<file path="config.mk">
export PLATFORM = sky130hd
export DESIGN_NAME = tpp_port
export DESIGN_NICKNAME = d
export VERILOG_FILES = /design/src/rtl/tpp_pkg.sv /design/src/rtl/tpp_sync.sv /design/src/rtl/tpp_port.sv
export SDC_FILE = /design/constraint.sdc
export NUM_CORES = 1
export LEC_CHECK = 0
export ABC_AREA = 1
export BUFFER_PORTS_ARGS = -buffer_cell sky130_fd_sc_hd__buf_2
export CAP_MARGIN = 40
export CORE_MARGIN = 10
export CORE_UTILIZATION = 45
export CTS_CLUSTER_DIAMETER = 200
export DETAILED_ROUTE_END_ITERATION = 12
export GPL_TIMING_DRIVEN = 0
export PLACE_DENSITY = 0.74
export SKIP_CTS_REPAIR_TIMING = 1
export SLEW_MARGIN = 0
export SYNTH_ARGS = -nofsm -noshare
export SYNTH_HDL_FRONTEND = slang
export SYNTH_SLANG_ARGS = --single-unit
</file>
<file path="constraint.sdc">
create_clock -name clk_in -period 0.9 [get_ports clk_in]
set_input_delay 0.045 -clock clk_in [delete_from_list [all_inputs] [get_ports clk_in]]
set_output_delay 0.045 -clock clk_in [all_outputs]
set_load 0.02 [all_outputs]
</file>
<file path="src/rtl/tpp_pkg.sv">
// Constants shared by the two-pin port and its pullup control.
// Assumes one bus clock, synchronous reset and an 8-bit register port.
// ****************************************************************
// ****************************************************************
package tpp_pkg;
  localparam int unsigned ADDR_W = 8;
  localparam int unsigned DATA_W = 8;
  localparam logic [ADDR_W-1:0] OFS_NARROW_LATCH = 8'h08;
  localparam logic [ADDR_W-1:0] OFS_NARROW_DIR = 8'h09;
  localparam logic [ADDR_W-1:0] OFS_WIDE_PULLUP = 8'h0A;
  localparam logic [ADDR_W-1:0] OFS_WIDE_DIR = 8'h0B;
  localparam logic [ADDR_W-1:0] OFS_SERIAL_CTRL = 8'h0C;
  localparam int unsigned NARROW_PINS = 2;
  localparam int unsigned WIDE_PINS = 8;
  localparam int unsigned BIT_RECEIVE = 1;
  localparam int unsigned BIT_TRANSMIT = 0;
  localparam int unsigned BIT_SERIAL_EN = 0;
  localparam logic [1:0] RST_NARROW_DIR = 2'h0;
  localparam logic [1:0] RST_NARROW_LATCH = 2'h0;
  localparam logic [7:0] RST_WIDE_PULLUP = 8'h00;
  localparam logic [7:0] RST_WIDE_DIR = 8'h00;
  localparam logic RST_SERIAL_EN = 1'b0;
endpackage : tpp_pkg

</file>
<file path="src/rtl/tpp_sync.sv">
// Two-flop synchroniser for a bus of asynchronous pin levels.
// Assumes the levels are static for at least a few clock periods.
`timescale 1ns/10ps
module tpp_sync #(
  parameter int unsigned WIDTH = 2
) (
  input wire logic clk_in,
  input wire logic rst_in,
  input wire logic [WIDTH-1:0] async_in,
  output logic [WIDTH-1:0] sync_out
);
  logic [WIDTH-1:0] meta_q;
  logic [WIDTH-1:0] sync_q;
  // ****************************************************************
  // Synchroniser stages
  // ****************************************************************
  // The first stage feeds only the second, so metastability is contained.
  always_ff @(posedge clk_in) begin
    if (rst_in) begin
      meta_q <= '0;
      sync_q <= '0;
    end else begin
      meta_q <= async_in;
      sync_q <= meta_q;
    end
  end
  assign sync_out = sync_q;
endmodule : tpp_sync

</file>
<file path="src/rtl/tpp_port.sv">
// Two-pin port shared with a serial unit, plus the wide port pullups.
// Assumes a single-cycle register port and raw pin levels from pads.
//
// Our own choice: the address-and-strobe port.
`timescale 1ns/10ps
module tpp_port (
  input wire logic clk_in,
  input wire logic rst_in,
  input wire logic [tpp_pkg::ADDR_W-1:0] addr_in,
  input wire logic [tpp_pkg::DATA_W-1:0] wdata_in,
  input wire logic wr_in,
  input wire logic rd_in,
  output logic [tpp_pkg::DATA_W-1:0] rdata_out,
  input wire logic [tpp_pkg::NARROW_PINS-1:0] narrow_pin_in,
  output logic [tpp_pkg::NARROW_PINS-1:0] narrow_pin_out,
  output logic [tpp_pkg::NARROW_PINS-1:0] narrow_pin_oe_out,
  input wire logic serial_tx_in,
  output logic serial_rx_out,
  output logic serial_unit_enable_out,
  output logic [tpp_pkg::WIDE_PINS-1:0] wide_pullup_on_out
);
  import tpp_pkg::*;

  logic [NARROW_PINS-1:0] narrow_port_latch_q;
  logic [NARROW_PINS-1:0] narrow_port_direction_q;
  logic [WIDE_PINS-1:0] wide_port_pullup_bits_q;
  logic [WIDE_PINS-1:0] wide_port_direction_q;
  logic serial_unit_enable_q;
  logic [NARROW_PINS-1:0] pin_sync;
  logic [DATA_W-1:0] rdata_d;
  logic [DATA_W-1:0] rdata_q;
  logic [NARROW_PINS-1:0] serial_owns;

  function automatic logic hit(input logic [ADDR_W-1:0] a,
                               input logic [ADDR_W-1:0] ofs);
    hit = (a == ofs);
  endfunction : hit

  // ****************************************************************
  // Pin input synchronisation
  // ****************************************************************
  tpp_sync #(
    .WIDTH(NARROW_PINS)
  ) u_sync (
    .clk_in(clk_in),
    .rst_in(rst_in),
    .async_in(narrow_pin_in),
    .sync_out(pin_sync)
  );

  // ****************************************************************
  // Registers
  // ****************************************************************
  // Latch writes land whatever the direction bit says.
  always_ff @(posedge clk_in) begin
    if (rst_in) begin
      narrow_port_latch_q <= RST_NARROW_LATCH;
    end else if (wr_in && hit(addr_in, OFS_NARROW_LATCH)) begin
      narrow_port_latch_q <= wdata_in[NARROW_PINS-1:0];
    end
  end

  always_ff @(posedge clk_in) begin
    if (rst_in) begin
      narrow_port_direction_q <= RST_NARROW_DIR;
    end else if (wr_in && hit(addr_in, OFS_NARROW_DIR)) begin
      narrow_port_direction_q <= wdata_in[NARROW_PINS-1:0];
    end
  end

  always_ff @(posedge clk_in) begin
    if (rst_in) begin
      wide_port_pullup_bits_q <= RST_WIDE_PULLUP;
    end else if (wr_in && hit(addr_in, OFS_WIDE_PULLUP)) begin
      wide_port_pullup_bits_q <= wdata_in[WIDE_PINS-1:0];
    end
  end

  always_ff @(posedge clk_in) begin
    if (rst_in) begin
      wide_port_direction_q <= RST_WIDE_DIR;
    end else if (wr_in && hit(addr_in, OFS_WIDE_DIR)) begin
      wide_port_direction_q <= wdata_in[WIDE_PINS-1:0];
    end
  end

  always_ff @(posedge clk_in) begin
    if (rst_in) begin
      serial_unit_enable_q <= RST_SERIAL_EN;
    end else if (wr_in && hit(addr_in, OFS_SERIAL_CTRL)) begin
      serial_unit_enable_q <= wdata_in[BIT_SERIAL_EN];
    end
  end

  // ****************************************************************
  // Pin control
  // ****************************************************************
  // Both shared pins go to the serial unit together with its enable.
  assign serial_owns = {NARROW_PINS{serial_unit_enable_q}};

  always_comb begin
    narrow_pin_out = narrow_port_latch_q;
    narrow_pin_oe_out = narrow_port_direction_q;
    // Serial use overrides the direction bits on its pins.
    if (serial_owns[BIT_TRANSMIT]) begin
      narrow_pin_out[BIT_TRANSMIT] = serial_tx_in;
      narrow_pin_oe_out[BIT_TRANSMIT] = 1'b1;
    end
    if (serial_owns[BIT_RECEIVE]) begin
      narrow_pin_oe_out[BIT_RECEIVE] = 1'b0;
    end
  end

  // Idle line is high, so the receiver sees mark while disabled.
  assign serial_rx_out = serial_unit_enable_q ?
                         pin_sync[BIT_RECEIVE] : 1'b1;
  assign serial_unit_enable_out = serial_unit_enable_q;

  genvar g;
  generate
    for (g = 0; g < WIDE_PINS; g++) begin : g_pullup
      assign wide_pullup_on_out[g] = wide_port_pullup_bits_q[g] &
                                     ~wide_port_direction_q[g];
    end
  endgenerate

  // ****************************************************************
  // Read path
  // ****************************************************************
  always_comb begin
    rdata_d = '0;
    case (1'b1)
      hit(addr_in, OFS_NARROW_LATCH): begin
        // Direction still picks latch or pin even under serial use.
        rdata_d[NARROW_PINS-1:0] =
          (narrow_port_direction_q & narrow_port_latch_q) |
          (~narrow_port_direction_q & pin_sync);
      end
      hit(addr_in, OFS_NARROW_DIR): begin
        rdata_d[NARROW_PINS-1:0] = narrow_port_direction_q;
      end
      hit(addr_in, OFS_WIDE_PULLUP): begin
        rdata_d[WIDE_PINS-1:0] = wide_port_pullup_bits_q;
      end
      hit(addr_in, OFS_WIDE_DIR): begin
        rdata_d[WIDE_PINS-1:0] = wide_port_direction_q;
      end
      hit(addr_in, OFS_SERIAL_CTRL): begin
        rdata_d[BIT_SERIAL_EN] = serial_unit_enable_q;
      end
      default: begin
        rdata_d = '0;
      end
    endcase
  end

  always_ff @(posedge clk_in) begin
    if (rst_in) begin
      rdata_q <= '0;
    end else if (rd_in) begin
      rdata_q <= rdata_d;
    end else begin
      rdata_q <= '0;
    end
  end
  assign rdata_out = rdata_q;
endmodule : tpp_port

</file>
==> results of run 1 <==
==> where the power goes <==
group	leakage (nW)	internal [W]	switching (W)
registers	0.274	0.00147	0.00000399
logic	0.623	0.0000968	0.000135
clock network	0.0320	0.000297	0.000515
total	0.928	0.00186	0.000654
==> routing by layer <==
metal / up-vias / global-route usage (%) / routed length, microns
met5: - / 0 / 0
met2: 75 / 18.8 / 1980
met4: 0 / 8.96 / 132
met3: 13 / 4.61 / 379
met1: 714 / 15.0 / 1810
li1: 833 / - / -
==> layout make-up <==
type                       count  area (sq um)
timing repair buffer          59           432
buffer                         7          46.3
inverter                      31           116
sequential                    33           679
multi-input combinational    152           718
clock buffer                   6          41.3
fill                         268          1030
clock inverter                 2          10.0
tap                           44          55.1
==> through the flow <==
stage / util (%) / instances / cell area (sq um) / TNS (ps)
after CTS: 58.6 / 319 / 1830 / -2520
after floorplan: - / 224 / 1510 / 0
final: 67.1 / 334 / 2100 / -2150
after detailed placement: 56.9 / 311 / 1780 / -7520
after global placement: 56.9 / 311 / 1780 / -6870
after global routing: 67.1 / 334 / 2100 / -2680
==> path summary, 6_finish.rpt <==
| kind | start | endpoint | depth (start not counted) |
|---|---|---|---|
| worst max-delay path | serial_unit_enable_out | narrow_pin_out[0] | 2 |
| worst min-delay path | rst_in | serial_unit_enable_out | 4 |
| worst max register to register | narrow_port_latch_q[0] | rdata_out[0] | 6 |
| worst min register to register | u_sync.meta_q[1] | u_sync.sync_out[1] | 2 |
==> cells in the final DEF, fill, tap and decap left out <==
cell and instances:
nand2_1 55, buf_2 27, nor2_1 25, nand3_1 25, a21oi_1 23, inv_1 22, dfxtp_1 20, buf_4 16
dfxtp_2 12, dlygate4sd3_1 11, inv_2 9, buf_6 9, nor2_2 5, clkbuf_4 5, nand2_2 4, clkbuf_1 4
nor2_4 3, nor3_1 2, nand4_1 2, o21ai_0 2, clkinv_2 2, or2_2 1, mux2_4 1, nor3_2 1
o21ai_1 1, nand3_2 1, a21oi_2 1, dfxtp_4 1
==> cells by family (layout without fill, tap and decap cells) <==
group / count (synthesis) / in the layout
buffers and inverters: 39 / 105
multiplexers: 1 / 1
AND/OR/NAND/NOR: 124 / 124
flip-flops: 33 / 33
AO/OA/AOI/OAI: 27 / 27
==> critical path, cell delays in order (launching register included) <==
cell	delay, ps
dfxtp_4	380
mux2_4	300
buf_6	130
==> registers in the layout, indices dropped and copies added (netlist names) <==
name	cells
serial_unit_enable_out	1
u_sync.sync_out	2
wide_port_direction_q	8
wide_port_pullup_bits_q	8
rdata_out	8
narrow_port_direction_q	2
u_sync.meta_q	2
narrow_port_latch_q	2
==> run metrics, run 1 <==
status=finished, violations left; failing checks=negative setup slack; Seq/Total Area, Yosys=43.8%; vias per cell=4.90; Tot Pwr=0.00251 W; area added between synthesis and finish=39.1%; detailed-route DRC error count=0; Die ar.=6070 sq um; XOR/XNOR share of the synthesized area=0%; initial antenna violation count=0; Setup-failing EPs final=13; critical path launch point type=register; dpl hpwl=2890 microns; core area=3130 sq um; drt pass-1 iters=4; Synth Area in Compound Gates=8.96%; Die W=77.9 microns; Cells after Synth=224; Worst EP required=850 ps; top_reg_cell synth=dfxtp_1; area share of the leading cell type in the synthesized netlist=43.8%; Worst-Margin Slew=498 ps; port buffer count=43; worst hold path class=in2reg; main combinational cell family by area after synthesis=simple AND/OR/NAND/NOR gates; CTS tree=done; final wirelength=4300 microns; GP Congestion=0.885; fmax=827 MHz; adder-cell share of the synthesized area=0%; final antenna-violating net count=0; most frequent cell after synthesis=nand2_1; CP arrival=1160 ps; Max FO, Critical Path=4; Worst Skew=17.7 ps; first-pass GRT wire length=6390 microns; syn_nets=247; R2R Setup Slk=30 ps; grt total ovfl=0; Placement Setup Slack=-340 ps; number of buffers created by CTS=5; fin crit period=1210 ps; library cells used by synthesis=19; layout net count=312; Final Max Tran Viols=0; Synth top cells by count=nand2_1, dfxtp_1, inv_1, nor2_1, nand3_1; area leader, netlist=dfxtp_1; Worst-Skew Late Latency=350 ps; Synth area leaders=dfxtp_1, nand2_1, nand3_1; Pwr Density=1200 nW/um^2; Synth Cell Area=1510 sq um; mux cell area share after synthesis=0.746%; RSZ-0062 raised after global routing=yes; Synth Register Bits=33; Async SR Flop Fraction=0%; Leak=0.928 nW; smallest setup slack after layout=-309 ps; Worst slew margin=66.8%; initial cell density of the core=48.2%; row count=20; Hold Vio Cnt, Final=0; Worst Setup Path Type=reg2out; die height=77.9 microns; ratio of cells with drive above 1 in the final layout=33.8%; Yosys warning total=0; clk slew on worst S/H paths=110 ps; 1st-iter DRT viols=143; # diodes=0; largest net degree at the start of global routing=11; Longest Clk Path Bufs=2; number of synthesized flops with an enable pin=0; Synth Area in Simple Gates=35.2%; Vias=1635; gr usage total=12.8%; routed len/inst=12.9 microns; Setup crit end kind=output port; io pins=45; Avg Cell Area, Syn=6.74 sq um; clock sink total=33; clk root buf=clkbuf_4; fin crit share=134%; max-cap violation count=0; worst hold slack=21.4 ps; vias in the first global route=1423; H-tree levels=2; Peak VDD IR=1.08 mV
(Power assumes the default switching activity.)
==> run 2: changes to the inputs <==
--- a/config.mk
+++ b/config.mk
@@ -14,6 +14,7 @@
 export DETAILED_ROUTE_END_ITERATION = 12
 export GPL_TIMING_DRIVEN = 0
 export PLACE_DENSITY = 0.74
+export SETUP_SLACK_MARGIN = 0.15
 export SKIP_CTS_REPAIR_TIMING = 1
 export SLEW_MARGIN = 0
 export SYNTH_ARGS = -nofsm -noshare
==> run metrics, run 2 (synthesis gave the netlist of run 1 again) <==
H-tree levels=2 (unchanged); worst hold path class=in2reg; max-cap violation count=0 (unchanged); status=finished, violations left; largest net degree at the start of global routing=11 (unchanged); gr usage total=12.6% (-0.12 points); Hold Path Cell Cnt=3 (-1); Hold Vio Cnt, Final=1 (+1); layout net count=314 (+0.64%); failing checks=negative hold slack, negative setup slack; fin crit period=1190 ps (-19.7 ps); Die ar.=6070 sq um (unchanged); most frequent cells in the layout=nand2_1, buf_6, inv_1, dfxtp_2; clock sink total=33 (unchanged); dpl cells=311 (unchanged); critical path launch point type=register; number of buffers created by CTS=5 (unchanged); port buffer count=43 (unchanged); area added between synthesis and finish=67.7%; routed len/inst=15.4 microns (+20%); post-route non-filler standard cell count=336 (+0.60%); clk root buf=clkbuf_4; CTS tree=done; final antenna-violating net count=0 (unchanged); die height=77.9 microns (unchanged); Setup-failing EPs final=14 (+1); Worst-Margin Slew=654 ps (+156 ps); GP Congestion=0.855 (-3.4%); vias in the first global route=1464 (+2.9%); hold_sp=rd_in; CP startpoint=serial_unit_enable_out; Worst Setup Path Type=reg2out; drt pass-1 iters=4 (unchanged); Vias=1723 (+5.4%); RSZ-0062 raised after global routing=yes; vias per cell=5.13 (+4.8%); Final Max Tran Viols=0 (unchanged); crit path buf inv count=1 (unchanged); WP depth=2 (unchanged); ratio of cells with drive above 1 in the final layout=55.8% (+22 points); R2R Path Start=narrow_port_direction_q[0]; Leak=1.09 nW (+17%); core area=3130 sq um (unchanged); Worst-Skew Late Latency=340 ps (about the same); final wirelength=5190 microns (+21%); 1st-iter DRT viols=114 (-20%); first-pass GRT wire length=6360 microns (-0.44%); Worst EP required=850 ps (about the same); commonest non-fill, non-tap cell in the layout=nand2_1; Longest Clk Path Bufs=2 (unchanged); Critical-path top delay cell=dfxtp_4; Setup crit end kind=output port; smallest setup slack after layout=-290 ps (+19.7 ps); cell family contributing the most delay on the critical path=flip-flops; initial cell density of the core=48.2% (unchanged); Peak VDD IR=0.875 mV (-19%); Worst slew margin=56.4% (-10 points); Worst path max stage delay=380 ps (about the same); detailed-route DRC error count=0 (unchanged); fin crit share=132% (-2.2 points); dpl hpwl=2990 microns (+3.4%); Max FO, Critical Path=4 (unchanged); worst path cell trace=mux2_4 > buf_6; post-route core utilization=80.9% (+14 points); CP arrival=1140 ps (-20 ps); initial antenna violation count=0 (unchanged); Pwr Density=1020 nW/um^2 (-15%); Placement Setup Slack=-283 ps (+56.7 ps); # diodes=0 (unchanged); fmax=841 MHz (+1.7%); worst r2r path cells=7 (+1); Die W=77.9 microns (unchanged); io pins=45 (unchanged); row count=20 (unchanged); clk slew on worst S/H paths=100 ps (about the same); worst hold slack=-27.4 ps (-48.7 ps); Worst Skew=11.1 ps (-6.55 ps); grt total ovfl=0 (unchanged)
-- run 2: cell types whose count changed in the layout (fill, tap and decap cells not counted), moves of 5 or more --
cell | previous run | this run
buf_6 | 9 | 29
a21oi_1 | 23 | 6
a21oi_2 | 1 | 18
buf_2 | 27 | 14
nand2_1 | 55 | 43
dfxtp_1 | 20 | 9
nand2_4 | 0 | 8
nand3_1 | 25 | 17
dfxtp_2 | 12 | 19
nor2_1 | 25 | 18
nor2_4 | 3 | 10
nand3_2 | 1 | 7
buf_4 | 16 | 11
-- run 2: cell type report --
| cell class | count | area, sq um |
|---|---|---|
| buffer | 8 | 62.6 |
| clock inverter | 2 | 10.0 |
| clock buffer | 6 | 41.3 |
| fill | 193 | 598 |
| timing repair buffer | 60 | 557 |
| inverter | 31 | 134 |
| tap | 44 | 55.1 |
| multi-input combinational | 152 | 967 |
| sequential | 33 | 703 |
-- run 2: final timing paths --
path / endpoint / slack (ps)
hold reg to reg: u_sync.sync_out[1] / 400
hold / removal: rdata_out[0] / -30
setup / recovery: narrow_pin_out[0] / -290
setup reg to reg: rdata_out[0] / 30
-- run 2: metrics by stage --
stage | TNS, ps | area (sq um) | hold slack (ps) | total power, W
2_1_floorplan | 0 | 1610 | 152 | 0.00162
5_1_grt | -2710 | 2530 | -24.1 | 0.00265
3_3_place_gp | -5750 | 1880 | 243 | 0.00172
6_report | -2160 | 2530 | -27.4 | 0.00257
4_1_cts | -2100 | 1930 | -88.6 | 0.00250
3_5_place_dp | -5910 | 1880 | 255 | 0.00172
-- run 2: power breakdown --
group	switching (W)	internal, W	leakage (nW)
Combinational	0.000181	0.000122	0.778
Clock	0.000511	0.000297	0.0320
Sequential	0.00000437	0.00145	0.280
-- run 2: worst reg2reg max path, cell delays in order (launching register included) --
cell and delay, ps:
dfxtp_2 350, inv_2 70, nand3_2 60, nand2_2 60, nand2_1 40, nand2_1 50, nand2_1 60, a21oi_2 120
-- run 2: routing by layer --
| metal | wire length [microns] | track usage (%) | vias to the layer above |
|---|---|---|---|
| met5 | 0 | 0 | - |
| li1 | - | - | 840 |
| met3 | 346 | 6.11 | 6 |
| met1 | 2160 | 15.4 | 802 |
| met4 | 43 | 3.58 | 0 |
| met2 | 2640 | 19.3 | 75 |
